`src/common/cssb_pkg.sv`:
```
// Constants for the core status register and bank-3 register view
package cssb_pkg;
   // Bank-3 register addresses (9-bit data-memory addresses)
   localparam logic [8:0] ADDR_INDIRECT_DATA_PORT = 9'h180;
   localparam logic [8:0] ADDR_TIMER_PRESCALE_CONFIG = 9'h181;
   localparam logic [8:0] ADDR_PROGRAM_COUNTER_LOW = 9'h182;
   localparam logic [8:0] ADDR_CORE_STATUS_FLAGS = 9'h183;
   localparam logic [8:0] ADDR_INDIRECT_POINTER = 9'h184;
   localparam logic [8:0] ADDR_PORT_A_DIRECTION = 9'h185;
   localparam logic [8:0] ADDR_PORT_C_DIRECTION = 9'h187;
   localparam logic [8:0] ADDR_PROGRAM_COUNTER_HIGH_BUFFER = 9'h18A;
   localparam logic [8:0] ADDR_INTERRUPT_CONTROL = 9'h18B;
   // Status field positions
   localparam int BIT_INDIRECT_BANK_SELECT = 7;
   localparam int BIT_DIRECT_BANK_SELECT_HIGH = 6;
   localparam int BIT_DIRECT_BANK_SELECT_LOW = 5;
   localparam int BIT_WATCHDOG_TIMEOUT_FLAG = 4;
   localparam int BIT_POWERDOWN_FLAG = 3;
   localparam int BIT_ZERO_FLAG = 2;
   localparam int BIT_NIBBLE_CARRY_FLAG = 1;
   localparam int BIT_CARRY_FLAG = 0;
   // Power-up value of status; low three flags unknown, held at zero here
   localparam logic [7:0] RST_CORE_STATUS_FLAGS = 8'h18;
   // Other bank-3 reset values
   localparam logic [7:0] RST_TIMER_PRESCALE_CONFIG = 8'hFF;
   localparam logic [7:0] RST_PROGRAM_COUNTER_LOW = 8'h00;
   localparam logic [7:0] RST_INDIRECT_POINTER = 8'h00;
   localparam logic [5:0] RST_PORT_DIRECTION = 6'h3F;
   localparam logic [4:0] RST_PROGRAM_COUNTER_HIGH_BUFFER = 5'h00;
   localparam logic [7:0] RST_INTERRUPT_CONTROL = 8'h00;
   // Flag-update operation classes from the execution unit
   typedef enum logic [5:0] {
      CSSB_OP_NONE = 6'b000001, // No flag change
      CSSB_OP_ZERO = 6'b000010, // Logic op: zero flag only
      CSSB_OP_ADD = 6'b000100, // Add: zero, nibble carry, carry
      CSSB_OP_SUB = 6'b001000, // Subtract: a minus b
      CSSB_OP_ROTR = 6'b010000, // Rotate right through carry
      CSSB_OP_ROTL = 6'b100000 // Rotate left through carry
   } cssb_op_t;
endpackage

```
`src/design/cssb_core.sv`:
```
// Core status register, bank select and bank-3 register view
//
// Contract
// - Flag-updating op writing status keeps written zero/nibble-carry/carry bits out.
// - Timeout and power-down flags ignore software writes entirely.
// - Clear-file on status clears bank bits, sets zero, keeps others.
// - Indirect bank bit set selects banks 2-3, clear selects 0-1.
// - Direct bank field bits 6-5 picks bank 0 to 3.
// - Timeout flag set by power-up, watchdog clear, sleep; cleared by timeout.
// - Power-down flag set by power-up or watchdog clear; cleared by sleep.
// - Zero flag set when the result is zero, else cleared.
// - Nibble carry set on carry out of low nibble for add/subtract.
// - Carry set on carry out of bit 7 for add/subtract.
// - Subtract adds two's complement; carries mean no borrow.
// - Rotates load carry with the bit shifted out.
// - Power-up: bank bits 0, timeout and power-down 1.
// - Unimplemented addresses in the bank read zero.
// - Pin and watchdog resets clear the port-change latch; flag re-sets on mismatch.
`timescale 1ns/1ps
module cssb_core (
   input wire logic clk, // Instruction clock, 10 MHz
   input wire logic rstn, // Power-on/brown-out reset, active low
   input wire logic warm_rstn, // Pin or watchdog reset, active low
   input wire logic [8:0] reg_addr, // Register address for read/write
   input wire logic reg_wr, // Register write strobe
   input wire logic [7:0] reg_wdata, // Register write data
   output logic [7:0] reg_rdata, // Register read data
   input wire logic clear_file_instr, // Clear-file instruction on reg_addr
   input wire cssb_pkg::cssb_op_t alu_op, // Flag update class of current op
   input wire logic [7:0] alu_a, // First operand
   input wire logic [7:0] alu_b, // Second operand
   output logic [7:0] alu_result, // Operation result
   input wire logic watchdog_clear_instr, // Watchdog clear executes
   input wire logic sleep_instr, // Sleep executes
   input wire logic watchdog_timeout, // Watchdog timer expired
   input wire logic port_mismatch, // Port input differs from latch
   input wire logic [6:0] direct_addr, // Instruction file address
   output logic [8:0] data_addr_direct, // Banked direct address
   output logic [8:0] data_addr_indirect, // Banked indirect address
   output logic indirect_bank_select, // Status bit 7
   output logic [1:0] direct_bank_select // Status bits 6-5
);
   logic [7:0] core_status_flags;
   logic [7:0] timer_prescale_config;
   logic [7:0] program_counter_low;
   logic [7:0] indirect_pointer;
   logic [5:0] port_a_direction;
   logic [5:0] port_c_direction;
   logic [4:0] program_counter_high_buffer;
   logic [7:0] interrupt_control;
   logic [7:0] next_status;
   logic [8:0] sum9;
   logic [4:0] sum5;
   logic res_carry;
   logic res_nibble;
   logic flags_arith;
   logic flags_zero_only;
   logic flags_rotate;
   logic sel_status;
   logic sel_option;
   logic sel_pcl;
   logic sel_ptr;
   logic sel_dira;
   logic sel_dirc;
   logic sel_pch;
   logic sel_intc;
   logic wr_status;
   logic wr_option;
   logic wr_pcl;
   logic wr_ptr;
   logic wr_dira;
   logic wr_dirc;
   logic wr_pch;
   logic wr_intc;
   logic is_add;
   logic is_sub;
   logic is_zero_op;
   logic is_rotr;
   logic is_rotl;
   logic [7:0] b_eff;
   logic cin;
   logic intc_set;

   // Address decode
   assign sel_status = reg_addr == cssb_pkg::ADDR_CORE_STATUS_FLAGS;
   assign sel_option = reg_addr == cssb_pkg::ADDR_TIMER_PRESCALE_CONFIG;
   assign sel_pcl = reg_addr == cssb_pkg::ADDR_PROGRAM_COUNTER_LOW;
   assign sel_ptr = reg_addr == cssb_pkg::ADDR_INDIRECT_POINTER;
   assign sel_dira = reg_addr == cssb_pkg::ADDR_PORT_A_DIRECTION;
   assign sel_dirc = reg_addr == cssb_pkg::ADDR_PORT_C_DIRECTION;
   assign sel_pch = reg_addr == cssb_pkg::ADDR_PROGRAM_COUNTER_HIGH_BUFFER;
   assign sel_intc = reg_addr == cssb_pkg::ADDR_INTERRUPT_CONTROL;

   // Write strobes per register
   assign wr_status = reg_wr && sel_status;
   assign wr_option = reg_wr && sel_option;
   assign wr_pcl = reg_wr && sel_pcl;
   assign wr_ptr = reg_wr && sel_ptr;
   assign wr_dira = reg_wr && sel_dira;
   assign wr_dirc = reg_wr && sel_dirc;
   assign wr_pch = reg_wr && sel_pch;
   assign wr_intc = reg_wr && sel_intc;

   // Operation class decode
   assign is_add = alu_op == cssb_pkg::CSSB_OP_ADD;
   assign is_sub = alu_op == cssb_pkg::CSSB_OP_SUB;
   assign is_zero_op = alu_op == cssb_pkg::CSSB_OP_ZERO;
   assign is_rotr = alu_op == cssb_pkg::CSSB_OP_ROTR;
   assign is_rotl = alu_op == cssb_pkg::CSSB_OP_ROTL;

   // Adder; subtract adds inverted b plus one
   assign b_eff = is_sub ? ~alu_b : alu_b;
   assign cin = is_sub;
   assign sum9 = {1'b0, alu_a} + {1'b0, b_eff} + {8'h00, cin};
   assign sum5 = {1'b0, alu_a[3:0]} + {1'b0, b_eff[3:0]} + {4'h0, cin};
   assign res_carry = sum9[8];
   assign res_nibble = sum5[4];
   assign flags_arith = is_add || is_sub;
   assign flags_zero_only = is_zero_op;
   assign flags_rotate = is_rotr || is_rotl;

   // Result mux
   always_comb begin
      unique case (alu_op)
         cssb_pkg::CSSB_OP_ADD,
         cssb_pkg::CSSB_OP_SUB: alu_result = sum9[7:0];
         cssb_pkg::CSSB_OP_ROTR: alu_result =
            {core_status_flags[cssb_pkg::BIT_CARRY_FLAG], alu_a[7:1]};
         cssb_pkg::CSSB_OP_ROTL: alu_result =
            {alu_a[6:0], core_status_flags[cssb_pkg::BIT_CARRY_FLAG]};
         default: alu_result = alu_a;
      endcase
   end

   // Next status value
   always_comb begin
      next_status = core_status_flags;
      if (clear_file_instr && sel_status) begin
         next_status[7:5] = 3'b000;
         next_status[cssb_pkg::BIT_ZERO_FLAG] = 1'b1;
      end else if (wr_status) begin
         next_status[7:5] = reg_wdata[7:5];
         // Any flag op blocks all three low flags; untouched ones hold
         if (!(flags_arith || flags_zero_only || flags_rotate)) begin
            next_status[2:0] = reg_wdata[2:0];
         end
      end
      // Flag updates from the operation override the data write
      if (flags_arith || flags_zero_only) begin
         next_status[cssb_pkg::BIT_ZERO_FLAG] = alu_result == 8'h00;
      end
      if (flags_arith) begin
         next_status[cssb_pkg::BIT_NIBBLE_CARRY_FLAG] = res_nibble;
         next_status[cssb_pkg::BIT_CARRY_FLAG] = res_carry;
      end
      if (is_rotr) begin
         next_status[cssb_pkg::BIT_CARRY_FLAG] = alu_a[0];
      end
      if (is_rotl) begin
         next_status[cssb_pkg::BIT_CARRY_FLAG] = alu_a[7];
      end
      // Hardware-only reset-cause flags
      if (watchdog_clear_instr) begin
         next_status[cssb_pkg::BIT_WATCHDOG_TIMEOUT_FLAG] = 1'b1;
         next_status[cssb_pkg::BIT_POWERDOWN_FLAG] = 1'b1;
      end else if (sleep_instr) begin
         next_status[cssb_pkg::BIT_WATCHDOG_TIMEOUT_FLAG] = 1'b1;
         next_status[cssb_pkg::BIT_POWERDOWN_FLAG] = 1'b0;
      end
      if (watchdog_timeout) begin
         next_status[cssb_pkg::BIT_WATCHDOG_TIMEOUT_FLAG] = 1'b0;
      end
   end

   // Status register; warm reset clears bank bits only
   always_ff @(posedge clk or negedge rstn) begin
      if (!rstn) begin
         core_status_flags <= cssb_pkg::RST_CORE_STATUS_FLAGS;
      end else if (!warm_rstn) begin
         core_status_flags <= {3'b000, core_status_flags[4:0]};
      end else begin
         core_status_flags <= next_status;
      end
   end

   // Port-change flag: cleared on warm reset, re-set while mismatch stays
   assign intc_set = port_mismatch;
   always_ff @(posedge clk or negedge rstn) begin
      if (!rstn) begin
         interrupt_control <= cssb_pkg::RST_INTERRUPT_CONTROL;
      end else if (!warm_rstn) begin
         interrupt_control <= cssb_pkg::RST_INTERRUPT_CONTROL;
      end else begin
         interrupt_control <= wr_intc ? reg_wdata : interrupt_control;
         if (intc_set) begin
            interrupt_control[0] <= 1'b1;
         end
      end
   end

   // Prescaler configuration; all ones after any reset
   always_ff @(posedge clk or negedge rstn) begin
      if (!rstn) begin
         timer_prescale_config <= cssb_pkg::RST_TIMER_PRESCALE_CONFIG;
      end else if (!warm_rstn) begin
         timer_prescale_config <= cssb_pkg::RST_TIMER_PRESCALE_CONFIG;
      end else if (wr_option) begin
         timer_prescale_config <= reg_wdata;
      end
   end

   // Program counter low byte
   always_ff @(posedge clk or negedge rstn) begin
      if (!rstn) begin
         program_counter_low <= cssb_pkg::RST_PROGRAM_COUNTER_LOW;
      end else if (!warm_rstn) begin
         program_counter_low <= cssb_pkg::RST_PROGRAM_COUNTER_LOW;
      end else if (wr_pcl) begin
         program_counter_low <= reg_wdata;
      end
   end

   // Indirect pointer; survives warm reset
   always_ff @(posedge clk or negedge rstn) begin
      if (!rstn) begin
         indirect_pointer <= cssb_pkg::RST_INDIRECT_POINTER;
      end else if (wr_ptr) begin
         indirect_pointer <= reg_wdata;
      end
   end

   // Port A direction, six bits
   always_ff @(posedge clk or negedge rstn) begin
      if (!rstn) begin
         port_a_direction <= cssb_pkg::RST_PORT_DIRECTION;
      end else if (!warm_rstn) begin
         port_a_direction <= cssb_pkg::RST_PORT_DIRECTION;
      end else if (wr_dira) begin
         port_a_direction <= reg_wdata[5:0];
      end
   end

   // Port C direction, six bits
   always_ff @(posedge clk or negedge rstn) begin
      if (!rstn) begin
         port_c_direction <= cssb_pkg::RST_PORT_DIRECTION;
      end else if (!warm_rstn) begin
         port_c_direction <= cssb_pkg::RST_PORT_DIRECTION;
      end else if (wr_dirc) begin
         port_c_direction <= reg_wdata[5:0];
      end
   end

   // Program counter high write buffer, five bits
   always_ff @(posedge clk or negedge rstn) begin
      if (!rstn) begin
         program_counter_high_buffer <= cssb_pkg::RST_PROGRAM_COUNTER_HIGH_BUFFER;
      end else if (!warm_rstn) begin
         program_counter_high_buffer <= cssb_pkg::RST_PROGRAM_COUNTER_HIGH_BUFFER;
      end else if (wr_pch) begin
         program_counter_high_buffer <= reg_wdata[4:0];
      end
   end

   // Read mux; unmapped and indirect port read zero here
   always_comb begin
      reg_rdata = 8'h00;
      if (sel_status) reg_rdata = core_status_flags;
      if (sel_option) reg_rdata = timer_prescale_config;
      if (sel_pcl) reg_rdata = program_counter_low;
      if (sel_ptr) reg_rdata = indirect_pointer;
      if (sel_dira) reg_rdata = {2'b00, port_a_direction};
      if (sel_dirc) reg_rdata = {2'b00, port_c_direction};
      if (sel_pch) reg_rdata = {3'b000, program_counter_high_buffer};
      if (sel_intc) reg_rdata = interrupt_control;
   end

   // Bank selection for the data-memory decoder
   assign indirect_bank_select = core_status_flags[cssb_pkg::BIT_INDIRECT_BANK_SELECT];
   assign direct_bank_select = core_status_flags[6:5];
   assign data_addr_direct = {direct_bank_select, direct_addr};
   assign data_addr_indirect = {indirect_bank_select, indirect_pointer};
endmodule // cssb_core

```
`config.mk`:
```
export PLATFORM = sky130hd
export DESIGN_NAME = cssb_core
export DESIGN_NICKNAME = d
export VERILOG_FILES = /design/src/common/cssb_pkg.sv /design/src/design/cssb_core.sv
export SDC_FILE = /design/constraint.sdc
export NUM_CORES = 1
export LEC_CHECK = 0
export BUFFER_PORTS_ARGS = -buffer_cell sky130_fd_sc_hd__buf_2
export CORE_MARGIN = 1
export CORE_UTILIZATION = 55
export CTS_CLUSTER_SIZE = 20
export DETAILED_ROUTE_END_ITERATION = 7
export PLACE_DENSITY = 0.89
export RECOVER_POWER = 50
export SYNTH_ARGS = -nofsm -noshare
export SYNTH_HDL_FRONTEND = slang
export SYNTH_SLANG_ARGS = --single-unit
```
`constraint.sdc`:
```
create_clock -name clk -period 3.6 [get_ports clk]
set_clock_uncertainty 0.1 [all_clocks]
set_input_delay 0.18 -clock clk [delete_from_list [all_inputs] [get_ports clk]]
set_output_delay 0.18 -clock clk [all_outputs]
set_load 0.03 [all_outputs]
```
==> impl_metrics.csv <==
group,metric,value,unit
timing,drv_slew,104,
placed_design,place_hpwl,7.78,mm
timing,fin_crit_sh,94.5,%
power,ir_drop,0.318,mV
synth,synth_ff_type,"dfrtp_1",
synth,synth_seq_cells,57,
run_status,violations,"capacitance limit, slew limit",
floorplanning,die_height,87.0,um
global_route,busiest_layer,"met2",
timing,rsz0062_at_grt,"false",
synth,synthCells,445,
synth,seq_area_frac_synth,36.6,%
route,drt_iter0_drc,456,
global_route,grt_pass1_wl,17.8,mm
global_route,grt_antenna_before_repair,0,
power,leakagePower,2.01,nW
critical_path,crit_path_end_kind,"output port",
global_route,grt.met3_usage,5.88,%
route,route.detailed.drc,0,
timing,setup_viol,0,
timing,finalSetupTns,0,ps
finish,synthToLayoutAreaGrowth,15.4,%
critical_path,criticalPathCategory,"primary input to output port",
synth,synth_top_area_share,22.1,%
route,wire_per_inst,18.2,um
global_route,met1_usage,40.4,%
route,drtPass1Iterations,6,
placed_design,io_buffer_count,77,
route,num_vias,3848,
clocking,clk_latency,330,ps
critical_path,path_max_fanout,8,
clocking,numCtsBuffers,9,
floorplanning,ioPinCount,92,
synth,netlist_area,3970,sq um
run_status,status,"complete, but fails checks",
flow_run,cap_violations,2,
clocking,htreeDepth,3,
timing,slew_headroom,-74.0,%
critical_path,startpoint,"alu_op[5]",
critical_path,cp.arrival,3120,ps
synth,async_flop_share,100,%
floorplanning,row_count,30,
timing,whs,21.8,ps
placed_design,gp_congestion,0.888,
clocking,cts_setup_buffers,0,
global_route,grt_overflow_total,0,
route,vias_per_cell,6.31,
route,postRouteAntennaNets,0,
finish,multi_input_area,2290,sq um
synth,yosysTopAreaCell,"dfrtp_1",
clocking,path_clk_slew,70,ps
synth,synth.avg_cell_area,8.92,sq um
worst_hold_path,hp-start,"reg_wdata[6]",
critical_path,crit_path_start_kind,"primary input",
finish,antennaDiodeCount,0,
timing,final-hold-violation-count,0,
global_route,grtUsageTotal,30.5,%
floorplanning,die-area,7560,sq um
finish,drive_gt1_share,27.0,%
worst_hold_path,min_path_type,"primary input to flop",
floorplanning,core,6870,sq um
global_route,grtUsageMet2,49.2,%
clocking,cts-root-buf,"clkbuf_8",
clocking,clock_sinks,57,
critical_path,cp.required,3320,ps
finish,fill_cells,570,
synth,ys_top_cells_by_area,"dfrtp_1 22%, dfstp_2 15%, nand2_1 7.7%",
global_route,grt_max_degree,55,
clocking,tritoncts,"done",
synth,synth_edf_count,0,
critical_path,r2r_start,"core_status_flags[0]$_DFFE_PN0P_",
route,routed_wl,11.1,mm
power,pwr_density_cell,338,nW/um^2
synth,synth_cell_types,71,
clocking,cts_buffer_depth,2,
floorplanning,initial_core_util,57.8,%
finish,seq_area,1450,sq um
synth,syn-num-nets,508,
floorplanning,die_w,87.0,um
finish,final_nets,572,
synth,yosys_warnings,0,
timing,worst_pin_slew,2610,ps
timing,clock.fmax,0.294,GHz
global_route,grt_pass1_vias,3642,
timing,fin_crit,3400,ps
final timing paths:
kind	to	slack, ps	depth (start not counted)
worst max-delay path	alu_result[4]	200	11
min in group asynchronous	indirect_pointer[3]$_DFFE_PN0P_	1100	2
worst min-delay path	timer_prescale_config[6]$_DFFE_PN1P_	20	3
max in group asynchronous	port_a_direction[5]$_DFFE_PN1P_	800	4
worst min register to register	timer_prescale_config[1]$_DFFE_PN1P_	380	2
worst max register to register	core_status_flags[2]$_DFFE_PN0P_	1940	4
critical path: stages:
cell      delay [ps]
buf_2            130
or4b_1           560
or2_2            410
xnor2_1          200
fa_1             440
a21o_1           210
a21o_1           210
xor2_1           140
a222oi_1         320
nand2_1          130
buf_2            190
cells in the mapped netlist (all sizes together) (3+ instances only):
library cell,instances
o22ai,5
nor4,5
nor4b,3
dfstp,22
a221o,5
a21boi,21
and3,5
buf,19
inv,8
xor2,4
xnor2,9
dfrtp,35
nor2,11
nor3,6
clkbuf,19
mux2i,8
o211ai,4
nand2,83
a21o,4
o21ai,23
a21oi,11
nand3b,6
nand3,47
nor2b,3
a222oi,10
a22oi,9
a211oi,3
nand2b,3
mux2,11
and2,4
ha,7
where the power goes:
group          total (mW)  switching [mW]  internal (mW)
Sequential          0.670          0.0132          0.657
Clock               0.616           0.277          0.339
Combinational       0.261           0.164         0.0974
area by class of cell:
cell class	count	area share (%)
clock buffers	10	3.00
clock inverters	6	1.47
inverters	9	0.737
multi-input cells	341	50.0
flip-flops and latches	57	31.7
well taps	96	2.62
repair buffers	91	10.4
layout by cell type (no fill, tap or decap), types with 3 or more instances in the layout:
master and count:
o21ai_0 17, dfstp_2 22, a221o_1 5, o22ai_1 5
nor2b_1 3, xor2_1 3, a222oi_1 10, a21oi_1 11
clkbuf_1 17, nor3_1 4, o211ai_1 4, nand2_1 81
clkbuf_8 10, and2_1 3, nor2_1 10, mux2i_1 8
inv_1 7, a21o_1 4, a21boi_0 18, dlygate4sd3_1 4
a22oi_1 9, nand3_1 47, and3_1 5, o21ai_1 6
nor4_4 4, mux2_2 10, buf_2 61, a211oi_1 3
a21boi_1 3, buf_4 9, xnor2_1 9, nand3b_1 6
ha_1 7, dfrtp_1 35
kinds of logic after synthesis:
kind of cell	synth area share (%)
fa+ha+maj	2.71
simple gates	25.6
buf+inv	6.02
mux	5.23
flops	36.6
compound gates	20.8
xor+xnor	3.06
stage by stage:
step / total power [mW] / cell area [sq um] / worst slack (ps) / util [%] / instances
3_5_place_dp: 0.931 / 4350 / 33.6 / 63.3 / 590
2_1_floorplan: 0.843 / 3970 / 159 / - / 445
5_1_grt: 1.60 / 4580 / 38.4 / 66.7 / 610
6_report: 1.55 / 4580 / 200 / 66.7 / 610
4_1_cts: 1.54 / 4590 / 136 / 66.8 / 610
3_3_place_gp: 0.924 / 4350 / 73.9 / 63.3 / 590
routing by layer:
| layer | share of wire, % | vias to the layer above |
|---|---|---|
| li1 | - | 1762 |
| met1 | 42 | 1839 |
| met2 | 47 | 209 |
| met3 | 7.8 | 38 |
| met4 | 2.9 | 0 |
| met5 | 0 | - |
registers in the layout, summed over array words and instances (netlist names):
| name | count |
|---|---|
| port_c_direction | 6 |
| program_counter_high_buffer | 5 |
| program_counter_low | 8 |
| port_a_direction | 6 |
| timer_prescale_config | 8 |
| core_status_flags | 8 |
| interrupt_control | 8 |
| indirect_pointer | 8 |
what timing repair did:
item	CTS	global route
hold buffers	4	0
resized for setup	0	3
hold endpoints to repair	33	0
endpoints found under the setup margin	0	3
No activity file was read; power rests on OpenSTA's default activity.
